===== src/rtl/dtw_pkg.sv =====
/*
 * Shared constants for the dual timer and watchdog block: register byte
 * addresses, field positions, reset values, mode codes and counter sizes.
 * Assumes a 32-bit register bus with byte addresses and one word per register.
 */
package dtw_pkg;

    // =========================================================
    // register byte addresses
    localparam logic [31:0] ADDR_TIMER0_CONTROL_STATUS = 32'hfff81000;
    localparam logic [31:0] ADDR_TIMER1_CONTROL_STATUS = 32'hfff81004;
    localparam logic [31:0] ADDR_TIMER0_INITIAL_COUNT = 32'hfff81008;
    localparam logic [31:0] ADDR_TIMER1_INITIAL_COUNT = 32'hfff8100c;
    localparam logic [31:0] ADDR_TIMER0_CURRENT_COUNT = 32'hfff81010;
    localparam logic [31:0] ADDR_TIMER1_CURRENT_COUNT = 32'hfff81014;
    localparam logic [31:0] ADDR_TIMER_IRQ_FLAGS = 32'hfff81018;
    localparam logic [31:0] ADDR_WATCHDOG_CONTROL = 32'hfff8101c;

    // =========================================================
    // reset values
    localparam logic [31:0] RST_TIMER_CONTROL_STATUS = 32'h00000005;
    localparam logic [31:0] RST_WATCHDOG_CONTROL = 32'h00000400;

    // =========================================================
    // timer control/status fields
    localparam int TC_RUN_DBG = 31;
    localparam int TC_CEN = 30;
    localparam int TC_IE = 29;
    localparam int TC_MODE_LO = 27;
    localparam int TC_CLEAR = 26;
    localparam int TC_ACTIVE = 25;
    localparam int TC_PRESCALE_LO = 0;

    // =========================================================
    // watchdog control fields
    localparam int WD_DIV = 10;
    localparam int WD_DBG = 9;
    localparam int WD_TEST = 8;
    localparam int WD_EN = 7;
    localparam int WD_IE = 6;
    localparam int WD_SEL_LO = 4;
    localparam int WD_TFLAG = 3;
    localparam int WD_RFLAG = 2;
    localparam int WD_RSTE = 1;
    localparam int WD_RESTART = 0;

    // =========================================================
    // modes and sizes
    typedef enum logic [1:0] {
        MODE_ONE_SHOT = 2'b00,
        MODE_PERIODIC = 2'b01,
        MODE_TOGGLE = 2'b10,
        MODE_RESERVED = 2'b11
    } timer_mode_t;

    localparam int COUNT_W = 24;
    localparam int PRESCALE_W = 8;
    localparam int WD_COUNT_W = 26;
    localparam int WD_HALF_W = 13;
    localparam int WD_DIV_W = 8;
    localparam int WD_BASE_EXP = 14;
    localparam int WD_RESET_DELAY = 512;

endpackage


===== src/rtl/timer_channel.sv =====
/*
 * One timer channel: prescale counter feeding a down counter with reload,
 * zero event pulse and toggle output.
 * Assumes i_tick is a one-cycle strobe per channel clock edge, synchronous.
 */
`timescale 1ns/10ps
module timer_channel #(
    parameter int COUNT_W = dtw_pkg::COUNT_W,
    parameter int PRESCALE_W = dtw_pkg::PRESCALE_W
) (
    input wire logic i_mclk,
    input wire logic i_srst,
    input wire logic i_tick,
    input wire logic i_run,
    input wire logic i_restart,
    input wire logic i_clear,
    input wire logic i_toggle_mode,
    input wire logic [PRESCALE_W-1:0] i_prescale,
    input wire logic [COUNT_W-1:0] i_reload,
    output logic [COUNT_W-1:0] o_live_count,
    output logic o_zero,
    output logic o_tout
);
    typedef struct packed {
        logic [PRESCALE_W-1:0] pcnt;
        logic [COUNT_W-1:0] live;
        logic zero;
        logic tout;
    } chan_state_t;

    chan_state_t s;
    chan_state_t next_s;

    // =========================================================
    // counting
    always_comb begin
        next_s = s;
        next_s.zero = 1'b0;
        if (i_srst) begin
            next_s = '0;
        end else if (i_clear) begin
            next_s.pcnt = '0;
            next_s.live = '0;
        end else if (i_restart) begin
            next_s.pcnt = '0;
            next_s.live = i_reload;
        end else if (i_tick && i_run) begin
            if (s.pcnt == i_prescale) begin
                next_s.pcnt = '0;
                if (s.live == '0) begin
                    // counter was cleared: load without signalling
                    next_s.live = i_reload;
                end else if (s.live == COUNT_W'(1)) begin
                    next_s.live = i_reload;
                    next_s.zero = 1'b1;
                    if (i_toggle_mode) begin
                        next_s.tout = ~s.tout;
                    end
                end else begin
                    next_s.live = s.live - COUNT_W'(1);
                end
            end else begin
                next_s.pcnt = s.pcnt + PRESCALE_W'(1);
            end
        end
    end

    always_ff @(posedge i_mclk) begin
        s <= next_s;
    end

    assign o_live_count = s.live;
    assign o_zero = s.zero;
    assign o_tout = s.tout;

endmodule


===== src/rtl/wd_counter.sv =====
/*
 * Watchdog up counter, either one wide counter or two independent halves.
 * Assumes i_tick is the already divided and gated watchdog clock strobe.
 */
`timescale 1ns/10ps
module wd_counter #(
    parameter int WIDTH = dtw_pkg::WD_COUNT_W,
    parameter int HALF = dtw_pkg::WD_HALF_W
) (
    input wire logic i_mclk,
    input wire logic i_srst,
    input wire logic i_clear,
    input wire logic i_tick,
    input wire logic i_split,
    output logic [WIDTH-1:0] o_count,
    output logic o_half_wrap
);
    typedef struct packed {
        logic [WIDTH-1:0] cnt;
        logic wrap;
    } wdc_state_t;

    wdc_state_t s;
    wdc_state_t next_s;
    logic [HALF-1:0] lo;
    logic [HALF-1:0] hi;

    // =========================================================
    // counting
    always_comb begin
        next_s = s;
        next_s.wrap = 1'b0;
        lo = s.cnt[HALF-1:0];
        hi = s.cnt[WIDTH-1:HALF];
        if (i_srst || i_clear) begin
            next_s = '0;
        end else if (i_tick) begin
            if (i_split) begin
                // halves run together so a test sees both overflow quickly
                next_s.cnt = {hi + HALF'(1), lo + HALF'(1)};
                next_s.wrap = (&lo) | (&hi);
            end else begin
                next_s.cnt = s.cnt + WIDTH'(1);
            end
        end
    end

    always_ff @(posedge i_mclk) begin
        s <= next_s;
    end

    assign o_count = s.cnt;
    assign o_half_wrap = s.wrap;

endmodule


===== src/rtl/dual_timer_watchdog.sv =====
/*
 * Two-channel timer plus watchdog with an APB register slave.
 * Assumes APB signals, channel clock strobes, the crystal strobe and the
 * debugger acknowledge are all synchronous to i_mclk.
 */
// Notes on behaviour
// - prescaler divides channel clock by value plus one
// - 24-bit down counter reloads on reaching zero
// - initial count write restarts from new value
// - mode selects one-shot, periodic or toggle
// - interrupt only when zero interrupt enabled
// - counter clear zeroes counters and count enable
// - active bit shows counter really running
// - debugger acknowledge freezes timer unless run enabled
// - per-channel zero flags, write one clears
// - live count readable, trusted only when stopped
// - watchdog divides crystal by 256, not test
// - debugger acknowledge freezes watchdog unless allowed
// - test mode splits counter into two halves
// - enable low stops and clears watchdog
// - interval select picks timeout two to 14..20
// - system reset follows timeout after fixed delay, not in test mode
// - timeout flag always set, interrupt only enabled
// - reset flag survives system reset, write-one clears
// - reset enable gates the system reset
// - restart bit clears watchdog count, self clears
// - registers reached through APB slave
`timescale 1ns/10ps
module dual_timer_watchdog #(
    parameter int COUNT_W = dtw_pkg::COUNT_W,
    parameter int PRESCALE_W = dtw_pkg::PRESCALE_W,
    parameter int WD_RESET_DELAY = dtw_pkg::WD_RESET_DELAY
) (
    input wire logic i_mclk,
    input wire logic i_srst,
    input wire logic i_por_rst,
    input wire logic i_psel,
    input wire logic i_penable,
    input wire logic i_pwrite,
    input wire logic [31:0] i_paddr,
    input wire logic [31:0] i_pwdata,
    output logic [31:0] o_prdata,
    output logic o_pready,
    output logic o_pslverr,
    input wire logic [1:0] i_channel_clock,
    input wire logic i_debugger_ack_input,
    input wire logic i_xtal_tick,
    output logic [1:0] o_timer_irq,
    output logic [1:0] o_timer_out,
    output logic o_wd_irq,
    output logic o_wd_sys_reset
);
    localparam int DLY_W = $clog2(WD_RESET_DELAY + 1);
    localparam int WCW = dtw_pkg::WD_COUNT_W;

    typedef struct packed {
        logic [1:0] run_during_debug;
        logic [1:0] count_enable;
        logic [1:0] zero_irq_enable;
        logic [1:0][1:0] mode;
        logic [1:0][PRESCALE_W-1:0] prescale;
        logic [1:0][COUNT_W-1:0] reload_value;
        logic [1:0] restart;
        logic [1:0] counter_clear;
        logic chan0_zero_flag;
        logic chan1_zero_flag;
        logic wd_clock_div256;
        logic wd_run_during_debug;
        logic wd_test_mode;
        logic wd_enable;
        logic wd_irq_enable;
        logic [1:0] wd_interval_select;
        logic wd_timeout_flag;
        logic wd_reset_flag;
        logic wd_reset_enable;
        logic wd_restart;
        logic [dtw_pkg::WD_DIV_W-1:0] wd_pre;
        logic expired;
        logic [DLY_W-1:0] delay;
        logic sys_rst;
        logic [31:0] rdata;
    } dtw_state_t;

    dtw_state_t s;
    dtw_state_t next_s;

    // =========================================================
    // bus decode
    logic wr;
    logic rd_setup;
    logic hit_ctl0;
    logic hit_ctl1;
    logic hit_init0;
    logic hit_init1;
    logic hit_cur0;
    logic hit_cur1;
    logic hit_flags;
    logic hit_wd;
    logic mapped;

    assign wr = i_psel && i_penable && i_pwrite;
    assign rd_setup = i_psel && !i_penable && !i_pwrite;
    assign hit_ctl0 = (i_paddr == dtw_pkg::ADDR_TIMER0_CONTROL_STATUS);
    assign hit_ctl1 = (i_paddr == dtw_pkg::ADDR_TIMER1_CONTROL_STATUS);
    assign hit_init0 = (i_paddr == dtw_pkg::ADDR_TIMER0_INITIAL_COUNT);
    assign hit_init1 = (i_paddr == dtw_pkg::ADDR_TIMER1_INITIAL_COUNT);
    assign hit_cur0 = (i_paddr == dtw_pkg::ADDR_TIMER0_CURRENT_COUNT);
    assign hit_cur1 = (i_paddr == dtw_pkg::ADDR_TIMER1_CURRENT_COUNT);
    assign hit_flags = (i_paddr == dtw_pkg::ADDR_TIMER_IRQ_FLAGS);
    assign hit_wd = (i_paddr == dtw_pkg::ADDR_WATCHDOG_CONTROL);
    assign mapped = hit_ctl0 | hit_ctl1 | hit_init0 | hit_init1 | hit_cur0 | hit_cur1 |
        hit_flags | hit_wd;

    // zero wait states; unmapped access ends with an error
    assign o_pready = 1'b1;
    assign o_pslverr = i_psel && i_penable && !mapped;
    assign o_prdata = s.rdata;

    // =========================================================
    // timer channels
    logic [1:0] ctl_hit;
    logic [1:0] init_hit;
    logic [1:0] held;
    logic [1:0] run;
    logic [1:0] zero;
    logic [1:0] active;
    logic [1:0] zero_flags;
    logic [1:0][COUNT_W-1:0] live_count;

    assign ctl_hit = {hit_ctl1, hit_ctl0};
    assign init_hit = {hit_init1, hit_init0};
    assign zero_flags = {s.chan1_zero_flag, s.chan0_zero_flag};

    genvar g;
    generate
        for (g = 0; g < 2; g++) begin : gen_chan
            assign held[g] = i_debugger_ack_input && !s.run_during_debug[g];
            assign run[g] = s.count_enable[g] && !held[g];
            assign active[g] = run[g];
            timer_channel #(
                .COUNT_W(COUNT_W),
                .PRESCALE_W(PRESCALE_W)
            ) u_chan (
                .i_mclk(i_mclk),
                .i_srst(i_srst),
                .i_tick(i_channel_clock[g]),
                .i_run(run[g]),
                .i_restart(s.restart[g]),
                .i_clear(s.counter_clear[g]),
                .i_toggle_mode(s.mode[g] == dtw_pkg::MODE_TOGGLE),
                .i_prescale(s.prescale[g]),
                .i_reload(s.reload_value[g]),
                .o_live_count(live_count[g]),
                .o_zero(zero[g]),
                .o_tout(o_timer_out[g])
            );
        end
    endgenerate

    assign o_timer_irq = zero_flags & s.zero_irq_enable;

    // =========================================================
    // watchdog clocking and counter
    logic wd_held;
    logic wd_xtick;
    logic wd_tick;
    logic wd_clear;
    logic wd_half_wrap;
    logic wd_timeout;
    logic [4:0] wd_shift;
    logic [WCW-1:0] wd_limit_m1;
    logic [WCW-1:0] wd_count;

    assign wd_held = i_debugger_ack_input && !s.wd_run_during_debug;
    assign wd_xtick = i_xtal_tick && s.wd_enable && !wd_held;
    // test mode always runs on the undivided clock
    assign wd_tick = wd_xtick &&
        ((s.wd_clock_div256 && !s.wd_test_mode) ? (&s.wd_pre) : 1'b1);
    assign wd_clear = !s.wd_enable || s.wd_restart;
    assign wd_shift = 5'(dtw_pkg::WD_BASE_EXP) + {2'b00, s.wd_interval_select, 1'b0};
    assign wd_limit_m1 = (WCW'(1) << wd_shift) - WCW'(1);
    assign wd_timeout = s.wd_test_mode ? wd_half_wrap :
        (wd_tick && !s.expired && (wd_count == wd_limit_m1));

    wd_counter #(
        .WIDTH(WCW),
        .HALF(dtw_pkg::WD_HALF_W)
    ) u_wd_count (
        .i_mclk(i_mclk),
        .i_srst(i_srst),
        .i_clear(wd_clear),
        .i_tick(wd_tick),
        .i_split(s.wd_test_mode),
        .o_count(wd_count),
        .o_half_wrap(wd_half_wrap)
    );

    assign o_wd_irq = s.wd_timeout_flag && s.wd_irq_enable;
    assign o_wd_sys_reset = s.sys_rst;

    // =========================================================
    // register and control next state
    always_comb begin
        next_s = s;
        next_s.restart = '0;
        next_s.counter_clear = '0;
        next_s.wd_restart = 1'b0;
        next_s.sys_rst = 1'b0;

        // timer control and reload writes
        for (int i = 0; i < 2; i++) begin
            if (wr && ctl_hit[i]) begin
                next_s.run_during_debug[i] = i_pwdata[dtw_pkg::TC_RUN_DBG];
                next_s.count_enable[i] = i_pwdata[dtw_pkg::TC_CEN];
                next_s.zero_irq_enable[i] = i_pwdata[dtw_pkg::TC_IE];
                next_s.mode[i] = i_pwdata[dtw_pkg::TC_MODE_LO +: 2];
                next_s.prescale[i] = i_pwdata[dtw_pkg::TC_PRESCALE_LO +: PRESCALE_W];
                if (i_pwdata[dtw_pkg::TC_CLEAR]) begin
                    next_s.counter_clear[i] = 1'b1;
                    next_s.count_enable[i] = 1'b0;
                end
            end
            if (wr && init_hit[i]) begin
                next_s.reload_value[i] = i_pwdata[COUNT_W-1:0];
                next_s.restart[i] = 1'b1;
            end
            // one-shot ends itself after its single zero
            if (zero[i] && s.mode[i] == dtw_pkg::MODE_ONE_SHOT) begin
                next_s.count_enable[i] = 1'b0;
            end
        end

        // zero flags: a zero event in the clearing cycle still sets
        if (wr && hit_flags && i_pwdata[0]) begin
            next_s.chan0_zero_flag = 1'b0;
        end
        if (wr && hit_flags && i_pwdata[1]) begin
            next_s.chan1_zero_flag = 1'b0;
        end
        if (zero[0]) begin
            next_s.chan0_zero_flag = 1'b1;
        end
        if (zero[1]) begin
            next_s.chan1_zero_flag = 1'b1;
        end

        // watchdog control writes
        if (wr && hit_wd) begin
            next_s.wd_clock_div256 = i_pwdata[dtw_pkg::WD_DIV];
            next_s.wd_run_during_debug = i_pwdata[dtw_pkg::WD_DBG];
            next_s.wd_test_mode = i_pwdata[dtw_pkg::WD_TEST];
            next_s.wd_enable = i_pwdata[dtw_pkg::WD_EN];
            next_s.wd_irq_enable = i_pwdata[dtw_pkg::WD_IE];
            next_s.wd_interval_select = i_pwdata[dtw_pkg::WD_SEL_LO +: 2];
            next_s.wd_reset_enable = i_pwdata[dtw_pkg::WD_RSTE];
            next_s.wd_restart = i_pwdata[dtw_pkg::WD_RESTART];
            if (i_pwdata[dtw_pkg::WD_TFLAG]) begin
                next_s.wd_timeout_flag = 1'b0;
            end
            if (i_pwdata[dtw_pkg::WD_RFLAG]) begin
                next_s.wd_reset_flag = 1'b0;
            end
        end

        // watchdog prescaler
        if (wd_clear) begin
            next_s.wd_pre = '0;
        end else if (wd_xtick) begin
            next_s.wd_pre = s.wd_pre + dtw_pkg::WD_DIV_W'(1);
        end

        // timeout, then the reset delay counted in watchdog clocks
        if (wd_clear) begin
            next_s.expired = 1'b0;
            next_s.delay = '0;
        end else if (wd_timeout) begin
            next_s.wd_timeout_flag = 1'b1;
            next_s.expired = !s.wd_test_mode;
            next_s.delay = '0;
        end else if (s.expired && wd_tick) begin
            if (s.delay == DLY_W'(WD_RESET_DELAY - 1)) begin
                next_s.expired = 1'b0;
                if (s.wd_reset_enable) begin
                    next_s.sys_rst = 1'b1;
                    next_s.wd_reset_flag = 1'b1;
                end
            end else begin
                next_s.delay = s.delay + DLY_W'(1);
            end
        end

        // read data captured in the setup phase, valid in the access phase
        if (rd_setup) begin
            next_s.rdata = '0;
            for (int i = 0; i < 2; i++) begin
                if (ctl_hit[i]) begin
                    next_s.rdata[dtw_pkg::TC_RUN_DBG] = s.run_during_debug[i];
                    next_s.rdata[dtw_pkg::TC_CEN] = s.count_enable[i];
                    next_s.rdata[dtw_pkg::TC_IE] = s.zero_irq_enable[i];
                    next_s.rdata[dtw_pkg::TC_MODE_LO +: 2] = s.mode[i];
                    next_s.rdata[dtw_pkg::TC_ACTIVE] = active[i];
                    next_s.rdata[dtw_pkg::TC_PRESCALE_LO +: PRESCALE_W] = s.prescale[i];
                end
                if (init_hit[i]) begin
                    next_s.rdata[COUNT_W-1:0] = s.reload_value[i];
                end
            end
            if (hit_cur0) begin
                next_s.rdata[COUNT_W-1:0] = live_count[0];
            end
            if (hit_cur1) begin
                next_s.rdata[COUNT_W-1:0] = live_count[1];
            end
            if (hit_flags) begin
                next_s.rdata[1:0] = zero_flags;
            end
            if (hit_wd) begin
                next_s.rdata[dtw_pkg::WD_DIV] = s.wd_clock_div256;
                next_s.rdata[dtw_pkg::WD_DBG] = s.wd_run_during_debug;
                next_s.rdata[dtw_pkg::WD_TEST] = s.wd_test_mode;
                next_s.rdata[dtw_pkg::WD_EN] = s.wd_enable;
                next_s.rdata[dtw_pkg::WD_IE] = s.wd_irq_enable;
                next_s.rdata[dtw_pkg::WD_SEL_LO +: 2] = s.wd_interval_select;
                next_s.rdata[dtw_pkg::WD_TFLAG] = s.wd_timeout_flag;
                next_s.rdata[dtw_pkg::WD_RFLAG] = s.wd_reset_flag;
                next_s.rdata[dtw_pkg::WD_RSTE] = s.wd_reset_enable;
            end
        end

        // system reset keeps the reset-cause flag; only power-on clears it
        if (i_srst || i_por_rst) begin
            next_s = '0;
            for (int i = 0; i < 2; i++) begin
                next_s.prescale[i] = dtw_pkg::RST_TIMER_CONTROL_STATUS[PRESCALE_W-1:0];
            end
            next_s.wd_clock_div256 = dtw_pkg::RST_WATCHDOG_CONTROL[dtw_pkg::WD_DIV];
            next_s.wd_reset_flag = i_por_rst ? 1'b0 : s.wd_reset_flag;
        end
    end

    always_ff @(posedge i_mclk) begin
        s <= next_s;
    end

endmodule


===== config.mk =====
export PLATFORM = sky130hd
export DESIGN_NAME = dual_timer_watchdog
export DESIGN_NICKNAME = d
export VERILOG_FILES = /design/src/rtl/dtw_pkg.sv /design/src/rtl/timer_channel.sv /design/src/rtl/wd_counter.sv /design/src/rtl/dual_timer_watchdog.sv
export SDC_FILE = /design/constraint.sdc
export NUM_CORES = 1
export LEC_CHECK = 0
export ABC_AREA = 1
export BUFFER_PORTS_ARGS = -buffer_cell sky130_fd_sc_hd__buf_2
export CAP_MARGIN = 10
export CORE_UTILIZATION = 65
export DETAILED_ROUTE_END_ITERATION = 10
export GPL_TIMING_DRIVEN = 0
export HOLD_SLACK_MARGIN = 0.15
export MAX_ROUTING_LAYER = met4
export PLACE_DENSITY = 0.92
export SLEW_MARGIN = 40
export SYNTH_ARGS = -nofsm -noshare
export SYNTH_HDL_FRONTEND = slang
export SYNTH_SLANG_ARGS = --single-unit

===== constraint.sdc =====
create_clock -name i_mclk -period 3.88 [get_ports i_mclk]
set_input_delay 0.194 -clock i_mclk [delete_from_list [all_inputs] [get_ports i_mclk]]
set_output_delay 0.194 -clock i_mclk [all_outputs]
set_load 0.1 [all_outputs]

# Word-level counts from Yosys, hierarchy flattened
# Index checks and enable logic that the tools add are counted.
# totals
in_bits	74
ff_bits	236
elab_cells	244
output_inout_bits	40
# classes
addsub	11
mux	64
n_bitwise	28
n_eq_ne	17
reduce_logical	81
shift	1
# ops
operator	count
== test 32 bit (second input constant)	8
two-way mux 24 bit	10
two-way mux 26 bit	5
two-way mux 55 bit	1
== test 24 x 1 -> 1 bit (second input constant)	2
logical NOT 24 bit	2
two-way mux 8 bit	6
subtractor 24 x 1 -> 24 bit (second input constant)	2
two-way mux 32 bit	1
logical AND 1 bit	30
two-way mux 1 bit	27
adder 13 x 1 -> 13 bit (second input constant)	2
adder 26 x 1 -> 26 bit (second input constant)	1
== test 26 bit	1
AND reduction 13 bit	2
<< shifter 1 x 5 -> 26 bit (first input constant)	1
subtractor 26 x 2 -> 26 bit (second input constant)	1
adder 8 x 1 -> 8 bit (second input constant)	3
two-way mux 11 bit	2
two-way mux 10 bit	2
NOT 1 bit	19
== test 8 bit	2
nonzero test 2 bit	8
OR reduction 2 bit	8
other kinds (20)	56

# Longest topological paths before layout
# Gate-level depths: netlist (run 1).
# logic_depth
word_depth	11
depth_mapped	14

# Modules after synthesis
# From an unflattened synthesis (run 1), not the netlist that was laid out.
# hier_totals
cells_unflattened	2335
hier_area_um2	15273.4
# modules_own_cells
module	n_inst	cells_each	seq_area_each_um2	area_each_um2
dual_timer_watchdog	1	975	2832.7	7189.4
timer_channel	2	568	680.7	3298.2
wd_counter	1	224	540.5	1487.7

# Least setup slack after synthesis (run 1)
# OpenSTA, ideal clock, no wires.
# synth_path
path_type	input to output
startpoint	in i_paddr[16]
endpoint	out o_pslverr
t_arrival_ps	4023
path_stages	12
setup_slack_ps	-337
required_ps	3686
path_cell_list	inv_1 > nand2_1 > nor2_1 > nand2_1 > nor2_4 > buf_6 > nand2_1 > clkbuf_1 > nand4_1 > nor2_1 > nand2_1 > nor4_1
# synth_between
elab_chain_len	10
elab_cells_between_ends	17
cone_classes	8 x eq/ne; 7 x bitwise; 2 x reduce/logical
# synth_rtl
item	line	source
from (decl)	dual_timer_watchdog.sv:40	input wire logic [31:0] i_paddr,
== test 32 bit (on tied branches)	dual_timer_watchdog.sv:103, dual_timer_watchdog.sv:104	
OR 1 bit (6 in a row)	dual_timer_watchdog.sv:111	assign mapped = hit_ctl0 | hit_ctl1 | hit_init0 | hit_init1 | hit_cur0 | hit_cur1 |
OR 1 bit (*)	dual_timer_watchdog.sv:112	hit_flags | hit_wd;
logical NOT 1 bit (*)	dual_timer_watchdog.sv:116	assign o_pslverr = i_psel && i_penable && !mapped;
logical AND 1 bit (*)	dual_timer_watchdog.sv:116	
to (decl)	dual_timer_watchdog.sv:44	output logic o_pslverr,
# Mark *: on every way between the ends. The rest lies on a longest branch, timed or not.

# Worst setup path in the final report (run 1)
# layout_path
startpoint	in i_paddr[14]
endpoint	out o_pslverr
# The elaborated chain is that of the path after synthesis.

==> out/metrics.cfg, run 1 <==
[clocking]
post_cts_resized = 0
clk_pin_slew_worst_paths_ns = 0.06
cts-hold-fix-buffers = 35
clock_latency_ns = 0.53
clk_path_buf_depth = 3
cts_root_buf = clkbuf_16
h-tree-depth = 1
clkSinkCount = 236
cts_setup_buffers = 0
cts_tree = done
cts_buffers = 25

[layout]
drive_above_1_share_pct = 13.46
final_common_cell = nand2_1
area_delta_synth_final_pct = 15.90
final_core_util_pct = 76.68
fin_nets = 2137
diodes = 0
mostFrequentLayoutCells = 326 x nand2_1, 255 x inv_1, 235 x dfxtp_1, 197 x nor2_1, 191 x a21oi_1

[drt]
drt_iter0_drc = 1665
vias_per_cell = 6.011
wl_per_cell_um = 18.16
wl_um = 42340
drt_first_pass_iters = 6
vias = 14011
drc = 0
ant_nets = 0

[logic_synthesis]
synth_cell_types = 48
netlist_area_um2 = 12830
yosysWarnings = 0
async_flop_share_pct = 0
avgSynthCellArea_um2 = 6.845
synth_flop_cell = dfxtp_1
synth_seq_cells = 236
synth_top_area_cell = dfxtp_1
synth_top_cell_area_share_pct = 36.66
synth_seq_area_share_pct = 36.89
synth-edff-count = 1
synth_area_leaders = dfxtp_1 37%, nand2_1 9.5%, inv_1 7.5%
synthCells = 1875

[worst_setup_path]
crit_path_top_delay_cell = buf_2
cp_max_fo = 10
arrival_ns = 2.59
crit_buf_inv = 4
cp-end-kind = output port
cp_cell_sequence = buf_2 > inv_1 > nand2_1 > nor2_1 > nand2_2 > nor2_1 > nand2_1 > clkbuf_1 > nand4_1 > nor2_1 > nand2_1 > nor4_2 > buf_2
start_kind = input pin
critical_path_class = in2out
cpPeakStageDelay_ns = 0.50
cp_data_required_time_ns = 3.69
crit_family = simple AND/OR/NAND/NOR gates

[job]
maxCapViolCount = 0

[timing]
slew_viol_final = 0
finClkSkew_ns = 0.01616
max_freq_mhz = 359.7
finalCriticalPeriod_ns = 2.780
hold_violations = 0
setup_tns_ns = 0
setup_viol = 0
rsz0062_at_grt = false
max_slew_margin_pct = 50.44
fin_crit_sh_pct = 71.65
tightest_slew_ns = 0.7434

[power_and_ir_drop]
switching_share_pct = 22.80
switchingPower_uw = 1140
pwr_density_cell_nw_per_um2 = 336.1
p_int_uw = 3859
p_seq_share_pct = 48.6
pwr-share-clk_pct = 47.1
p_comb_share_pct = 4.4
peakVddDrop_v = 0.0003044
p_leak_uw = 0.006242

[die]
dieWidth_um = 142.5
dieArea_um2 = 20310
design.core.area_um2 = 19400
start_util_pct = 66.16
rows = 51
die_h_um = 142.5
io_pins = 114

[worst_hold_path]
min_path_type = in2reg

[global_routing]
grt_usage_pct = 42.76
antenna_found_initial = 0
grt-ovfl-total = 0
grt_max_degree = 14
grt_pass1_vias = 13112
grt_pass1_wl_um = 65870

[run_status]
status = finished, final reports clean

[placed_design]
post-dp-hpwl_um = 30550
routabilityCongestion = 1.027
io_buffers = 108

## registers in the layout, indices dropped and copies added (netlist names)
name / count
gen_chan.u_chan.o_tout: 2
gen_chan.u_chan.o_live_count: 48
o_prdata: 30
s: 110
o_wd_sys_reset: 1
gen_chan.u_chan.o_zero: 2
gen_chan.u_chan.s: 16
u_wd_count.o_count: 26
u_wd_count.o_half_wrap: 1
## power by group through the flow
stage,Sequential [µW],Clock (µW),Combinational [µW]
finish,2430,2350,220
CTS,2430,2350,206
global route,2430,2440,227
detailed placement,2480,0,178
global placement,2480,0,175
floorplan,2480,0,96.5
## worst register-to-register path: cells and delay by family, from the launching register on
family	cells	cell delay (ns)
flip-flops	1	0.47
buffers and inverters	3	0.49
AO/OA/AOI/OAI	1	0.15
AND/OR/NAND/NOR	4	1.10
## cell type report
class / instances / area [µm²]
multi-input cells: 1272 / 6525
flip-flops and latches: 236 / 4735
fillers: 1515 / 4524
inverters: 268 / 1006
repair buffers: 143 / 890.9
clock buffers: 37 / 730.7
plain buffers: 104 / 598.1
well taps: 265 / 331.6
clock inverters: 6 / 57.56
## cell usage after synthesis, types with 3 or more instances
cell type	count
buf_6	3
inv_2	13
buf_1	3
a21oi_1	191
clkbuf_1	30
a211oi_1	8
o21ai_0	140
nor3_1	47
nand2_1	326
o22ai_1	45
nand4_1	32
inv_1	255
nand3_1	64
o21ai_1	8
a221oi_1	3
ha_1	13
buf_4	40
nor3b_1	4
nor2_2	18
nor4_1	6
xnor2_1	20
nand2_2	9
nor2_1	197
o211ai_1	30
nor3_2	3
nor2_4	4
a211oi_2	4
dfxtp_1	235
xor2_1	53
buf_2	28
a31oi_1	18
## final timing paths
path	startpoint	to	slack [ns]	depth (start not counted)
hold reg to reg	u_wd_count.o_count[9]$_SDFFE_PP0P_	u_wd_count.o_count[9]$_SDFFE_PP0P_	0.47	2
setup / recovery	i_paddr[14]	o_pslverr	1.10	13
hold / removal	i_debugger_ack_input	o_prdata[25]$_SDFFE_PP0P_	0.17	6
setup reg to reg	s[59]$_SDFFE_PP0P_	s[54]$_SDFFCE_PP0P_	1.52	8
## kinds of logic (layout without fill, tap and decap cells)
family / after synthesis / in the layout / share of synthesized area (%)
simple gates: 724 / 724 / 24.69
buf+inv: 372 / 558 / 12.50
fa+ha+maj: 13 / 13 / 1.267
other cells: 2 / 7 / 0.05852
xor+xnor: 73 / 73 / 4.982
compound gates: 455 / 455 / 19.62
flops: 236 / 236 / 36.89
## through the flow
stage | std cells | cell area [µm²] | power, µW | hold slack (ns) | setup WS [ns]
2_1_floorplan | 1880 | 12860 | 2577 | 0.2664 | 0.8431
3_3_place_gp | 2253 | 13730 | 2656 | 0.4525 | 1.333
6_report | 2331 | 14870 | 4999 | 0.1672 | 1.100
4_1_cts | 2331 | 14870 | 4979 | 0.1605 | 1.290
3_5_place_dp | 2253 | 13740 | 2659 | 0.4582 | 1.295
5_1_grt | 2331 | 14870 | 5097 | 0.2167 | 1.047
## per-layer routing
layer,vias to the layer above,global-route usage [%],wire (µm)
met5,-,-,0
li1,6462,-,-
met1,6410,52.28,16500
met4,0,23.43,2434
met2,921,68.16,19260
met3,218,5.989,4150
Power figures use the tool's default switching activity.
==> run 2, diff against run 1 <==
Settings changed: CORE_UTILIZATION 65 to 54, PLACE_DENSITY 0.92 to 0.82.
Clock period 3.88 ns to 2.4 ns, I/O delays scaled along.
==> out/metrics.cfg, run 2 (synthesized netlist as in run 1, its figures left out) <==
[die]
io_pins = 114  ; unchanged
start_util_pct = 54.84  ; -11 points
rows = 56  ; +9.8%
dieArea_um2 = 24390  ; +20%
design.core.area_um2 = 23400  ; +21%
die_h_um = 156.2  ; +9.6%
dieWidth_um = 156.2  ; +9.6%

[run_status]
status = finished, final reports clean

[timing]
slew_viol_final = 0  ; unchanged
hold_violations = 0  ; unchanged
rsz0062_at_grt = false
tightest_slew_ns = 0.8674  ; +0.1240 ns
max_slew_margin_pct = 41.73  ; -8.7 points
finalCriticalPeriod_ns = 2.334
setup_viol = 0  ; unchanged
fin_crit_sh_pct = 97.24
finClkSkew_ns = 0.01747  ; +0.001312 ns
setup_tns_ns = 0  ; unchanged
max_freq_mhz = 428.5

[placed_design]
routabilityCongestion = 0.9874  ; -3.9%
dp_cells = 2307  ; +2.4%
post-dp-hpwl_um = 31390  ; +2.7%
io_buffers = 108  ; unchanged

[drt]
drt_first_pass_iters = 6  ; unchanged
drc = 0  ; unchanged
wl_per_cell_um = 17.60  ; -3.1%
wl_um = 42140  ; -0.47%
drt_iter0_drc = 1462  ; -12%
ant_nets = 0  ; unchanged
vias_per_cell = 5.678  ; -5.5%
vias = 13592  ; -3.0%

[worst_setup_path]
cp-end-kind = output port
reg2regPathDepth = 11  ; +3
r2r_start = gen_chan[0].u_chan.o_live_count[0]$_SDFFE_PP0P_
arrival_ns = 2.21  ; -0.38 ns
worst_r2r_endpoint = gen_chan[0].u_chan.o_live_count[7]$_SDFFE_PP0P_
start_kind = input pin
cp_max_fo = 10  ; unchanged
critical_path_class = in2out
cp_data_required_time_ns = 2.28  ; -1.41 ns
reg2reg_slack_ns = 0.11  ; -1.41 ns

[global_routing]
grt_usage_pct = 35.29  ; -7.5 points
antenna_found_initial = 0  ; unchanged
grt-ovfl-total = 0  ; unchanged
grt_pass1_wl_um = 65050  ; -1.2%
grt_pass1_vias = 12468  ; -4.9%
grt_max_degree = 14  ; unchanged

[layout]
drive_above_1_share_pct = 13.60  ; +0.14 points
final_common_cell = nand2_1
fin_nets = 2141  ; +0.19%
final_cells = 2394  ; +2.7%
final_core_util_pct = 64.25  ; -12 points
largest_reg_flops = 110  ; unchanged
mostFrequentLayoutCells = 326 x nand2_1, 255 x inv_1, 235 x dfxtp_1, 196 x nor2_1, 191 x a21oi_1
regMostFlops = s
area_delta_synth_final_pct = 17.17

[worst_hold_path]
min_path_type = in2reg
worstHoldPathCells = 6  ; unchanged
hold_start = i_paddr[3]
worstHoldEndpoint = s[64]$_SDFFE_PP0P_

[power_and_ir_drop]
p_leak_uw = 0.006281  ; +0.62%
pwr_density_cell_nw_per_um2 = 547.3  ; +63%
peakVddDrop_v = 0.0004654  ; +53%
p_total_uw = 8229  ; +65%

[clocking]
cts_setup_buffers = 0  ; unchanged
clkSinkCount = 236  ; unchanged
clock_latency_ns = 0.56  ; +0.03 ns
h-tree-depth = 1  ; unchanged
clk_pin_slew_worst_paths_ns = 0.07  ; about the same
cts_buffers = 26  ; +4.0%
cts_root_buf = clkbuf_16
clk_path_buf_depth = 3  ; unchanged
cts_tree = done

[job]
maxCapViolCount = 0  ; unchanged

==> run 2: cell count changes in the layout (fill, tap and decap cells not counted), sizes merged <==
cell         change
clkinv           +5
clkinvlp         -1
diode            +1
dlygate4sd3      +4
==> run 2: worst max-delay path by stage <==
stage           startpoint         to  slack (ns)  cells after the start
6_report        i_paddr[0]  o_pslverr        0.07                     11
5_1_grt         i_paddr[1]  o_pslverr        0.02                     11
4_1_cts         i_paddr[0]  o_pslverr         0.1                     13
3_5_place_dp    i_paddr[0]  o_pslverr       -0.04                     13
3_3_place_gp    i_paddr[0]  o_pslverr       0.004                     13
2_1_floorplan  i_paddr[16]  o_pslverr        0.14                     12
==> run 2: repair_timing <==
item	4_1_cts	5_1_grt
hold buffers	39	0
setup endpoints to repair	1	2
resized for setup	1	1
endpoints found under the hold margin	110	0
==> run 2: final cells by class <==
| class | count | area [µm²] |
|---|---|---|
| fillers | 2143 | 8366 |
| multi-input cells | 1272 | 6538 |
| flip-flops and latches | 236 | 4735 |
| inverters | 268 | 1006 |
| repair buffers | 147 | 933.4 |
| clock buffers | 38 | 735.7 |
| plain buffers | 103 | 594.3 |
| well taps | 319 | 399.1 |
| clock inverters | 10 | 93.84 |
| diodes | 1 | 2.502 |
==> run 2: per-layer routing <==
metal  wire length, µm  GRT usage (%)  share of wire (%)
met5                 0              -                  0
met2             19160          56.04                 45
met4              1908          15.78                4.5
met1             17530          44.59                 42
met3              3547          4.889                8.4
==> run 2: metrics by stage <==
step / setup slack, ns / cell area [µm²] / hold slack [ns]
after floorplan: 0.1420 / 12870 / 0.1924
after global placement: 0.003587 / 13810 / 0.3794
after detailed placement: -0.03706 / 13810 / 0.3896
after CTS: 0.09565 / 15030 / 0.1545
after global routing: 0.01740 / 15030 / 0.2123
final: 0.06624 / 15040 / 0.1664
==> run 2: report_power, final <==
group | internal [µW] | switching [µW]
sequential | 3920 | 2.06
combinational | 122 | 234
clock | 2240 | 1710
==> run 2: worst max-delay path, cell delays in order <==
cell	delay, ns
buf_2	0.07
inv_1	0.03
nand2_1	0.17
nor2_1	0.10
inv_2	0.14
nor3_1	0.08
nand2_1	0.29
clkbuf_1	0.46
nand2_1	0.18
nor4_4	0.22
buf_4	0.35
==> run 3, diff against run 2 <==
Settings changed: ABC_AREA 1 to unset, SLEW_MARGIN 40 to 10.
==> out/metrics.cfg, run 3 <==
[run_status]
status = complete, but fails checks
failed_checks = setup timing

[worst_setup_path]
cp-end-kind = register
crit_start = gen_chan[1].u_chan.o_live_count[3]$_SDFFE_PP0P_
r2r_start = gen_chan[1].u_chan.o_live_count[3]$_SDFFE_PP0P_
cp_data_required_time_ns = 2.82  ; +0.54 ns
endpoint = gen_chan[1].u_chan.o_live_count[20]$_SDFFE_PP0P_
worst_r2r_endpoint = gen_chan[1].u_chan.o_live_count[20]$_SDFFE_PP0P_
cp_max_fo = 7  ; -3
start_kind = register
arrival_ns = 2.90  ; +0.69 ns
critical_path_class = reg2reg
reg2regPathDepth = 6  ; -5
reg2reg_slack_ns = -0.08  ; -0.19 ns

[timing]
tightest_slew_ns = 1.071  ; +0.2035 ns
fin_ws_ns = -0.07883  ; -0.1451 ns
finClkSkew_ns = 0.03080  ; +0.01332 ns
slew_viol_final = 0  ; unchanged
hold_violations = 0  ; unchanged
setup_viol = 1  ; +1
finalCriticalPeriod_ns = 2.479  ; +0.1451 ns
max_slew_margin_pct = 27.64  ; -14 points
setup_tns_ns = -0.07883  ; -0.07883 ns
rsz0062_at_grt = true
fin_crit_sh_pct = 103.3  ; +6.0 points
max_freq_mhz = 403.4  ; -5.9%

[layout]
final_common_cell = dfxtp_1
diodes = 0  ; -1
largest_reg_flops = 110  ; unchanged
mostFrequentLayoutCells = 220 x dfxtp_1, 215 x nor2_1, 117 x nand2_1, 110 x buf_2, 96 x a21oi_1
postLayoutCellArea_um2 = 15470  ; +2.9%
area_delta_synth_final_pct = 22.31
regMostFlops = s
drive_above_1_share_pct = 19.01  ; +5.4 points
fin_nets = 1854  ; -13%

[logic_synthesis]
synth_flop_cell = dfxtp_1
yosysWarnings = 0  ; unchanged
synth_seq_area_share_pct = 37.42  ; +0.53 points
synth_cell_types = 80  ; +67%
avgSynthCellArea_um2 = 8.095  ; +18%
yosysMostFrequentCell = dfxtp_1
synth_area_leaders = dfxtp_1 37%, nor2_1 6.5%, mux2i_1 5.9%
async_flop_share_pct = 0  ; unchanged
synthCells = 1563  ; -17%
synth_seq_cells = 236  ; unchanged
synth-edff-count = 1  ; unchanged
synth_top_cell_area_share_pct = 37.18  ; +0.53 points
ys_top_cells_by_count = 235 x dfxtp_1, 220 x nor2_1, 119 x nand2_1
synth_top_area_cell = dfxtp_1
netlist_area_um2 = 12650  ; -1.4%

[clocking]
clock_latency_ns = 0.55  ; about the same
cts_root_buf = clkbuf_16
clk_pin_slew_worst_paths_ns = 0.06  ; about the same
h-tree-depth = 1  ; unchanged
clk_path_buf_depth = 3  ; unchanged
clkSinkCount = 236  ; unchanged
cts_buffers = 26  ; unchanged
cts_tree = done

[drt]
vias_per_cell = 6.321  ; +11%
wl_um = 43920  ; +4.2%
vias = 13248  ; -2.5%
drt_first_pass_iters = 6  ; unchanged
drt_iter0_drc = 1513  ; +3.5%
ant_nets = 0  ; unchanged
wl_per_cell_um = 20.95  ; +19%
drc = 0  ; unchanged

[global_routing]
grt_usage_pct = 36.80  ; +1.5 points
grt-ovfl-total = 0  ; unchanged
grt_pass1_wl_um = 67620  ; +3.9%
antenna_found_initial = 0  ; unchanged
grt_pass1_vias = 12432  ; -0.29%
grt_max_degree = 14  ; unchanged

[die]
start_util_pct = 55.55  ; +0.71 points
die_h_um = 155.1  ; -0.70%
design.core.area_um2 = 22780  ; -2.7%
dieWidth_um = 155.1  ; -0.70%
io_pins = 114  ; unchanged
dieArea_um2 = 24050  ; -1.4%
rows = 55  ; -1.8%

[placed_design]
routabilityCongestion = 1.011  ; +2.4%
post-dp-hpwl_um = 31610  ; +0.72%
dpl-instance-area_um2 = 13650  ; -1.1%
io_buffers = 105  ; -2.8%

[worst_hold_path]
min_path_type = in2reg

[job]
maxCapViolCount = 0  ; unchanged

[power_and_ir_drop]
peakVddDrop_v = 0.0007033  ; +51%
p_leak_uw = 0.005825  ; -7.3%
pwr_density_cell_nw_per_um2 = 551.6  ; +0.79%

## run 3: metrics by stage
stage / power (µW) / util, % / cells / worst slack (ns) / hold slack, ns
3_3_place_gp: 4413 / 59.86 / 1986 / -0.5493 / 0.3728
5_1_grt: 8711 / 67.94 / 2096 / -0.1066 / 0.2030
2_1_floorplan: 4238 / - / 1568 / -0.008310 / 0.2485
6_report: 8536 / 67.94 / 2096 / -0.07883 / 0.1795
4_1_cts: 8514 / 66.94 / 2085 / -0.06030 / 0.1564
3_5_place_dp: 4416 / 59.95 / 1987 / -0.5725 / 0.3833
## run 3: where the power goes
group	total [µW]	switching, µW	internal [µW]	leakage, µW
Clock	4140	1650	2490	0.000428
Sequential	3920	3.27	3920	0.00191
Combinational	477	312	165	0.00348
## run 3: final cells by class
type | instances | area, µm²
multi-input cells | 1182 | 7518
clock inverters | 6 | 120.1
inverters | 17 | 68.82
plain buffers | 125 | 668.1
flip-flops and latches | 236 | 4768
clock buffers | 38 | 755.7
fillers | 1835 | 7303
repair buffers | 179 | 1184
well taps | 313 | 391.6
## run 3: worst max-delay path, cell delays in order (launching register included)
cell     delay [ns]
dfxtp_1        0.43
or3_4          0.46
or2_2          0.35
or4_4          0.56
a21oi_4        0.17
o22ai_1        0.09
a221o_1        0.30
## run 3: how the worst min path moves through the flow
stage,start,to,slack (ns),cells past startpoint
after floorplan,i_pwdata[0],s[125]$_SDFFE_PP1P_,0.25,2
after global placement,i_pwdata[16],s[85]$_SDFFE_PP0P_,0.37,3
after detailed placement,i_pwdata[19],s[88]$_SDFFE_PP0P_,0.38,3
after CTS,i_paddr[15],o_prdata[10]$_SDFFE_PP0P_,0.16,5
after global routing,i_srst,s[54]$_SDFFCE_PP0P_,0.20,2
final,i_paddr[15],o_prdata[10]$_SDFFE_PP0P_,0.18,5
## run 3: logic make-up (layout without fill, tap and decap cells)
group	count (synthesis)	count (layout)	share of synthesized area (%)
buffers and inverters	150	365	5.716
DFF	236	236	37.42
AOI/OAI and AO/OA	351	351	17.40
xor gates and xnor gates	70	70	4.846
and+or+nand+nor	657	657	26.09
other	2	7	0.05936
muxes	84	84	7.189
adders and majority gates	13	13	1.286
## run 3: timing repair
action / in CTS / in global routing
hold buffers: 41 / 0
hold endpoints to repair: 107 / 0
gates resized for setup: 60 / 44
setup endpoints to repair: 75 / 78
setup buffers: 17 / 15
pin swaps: 5 / 13
## run 3: routing by layer
metal / part of all wire [%] / vias to the layer above / GRT usage [%] / wire length (µm)
met5: 0 / - / - / 0
met1: 38 / 6152 / 45.96 / 16840
met3: 11 / 181 / 5.348 / 4973
met2: 45 / 854 / 58.58 / 19910
li1: - / 6061 / - / -
met4: 5.0 / 0 / 17.54 / 2195
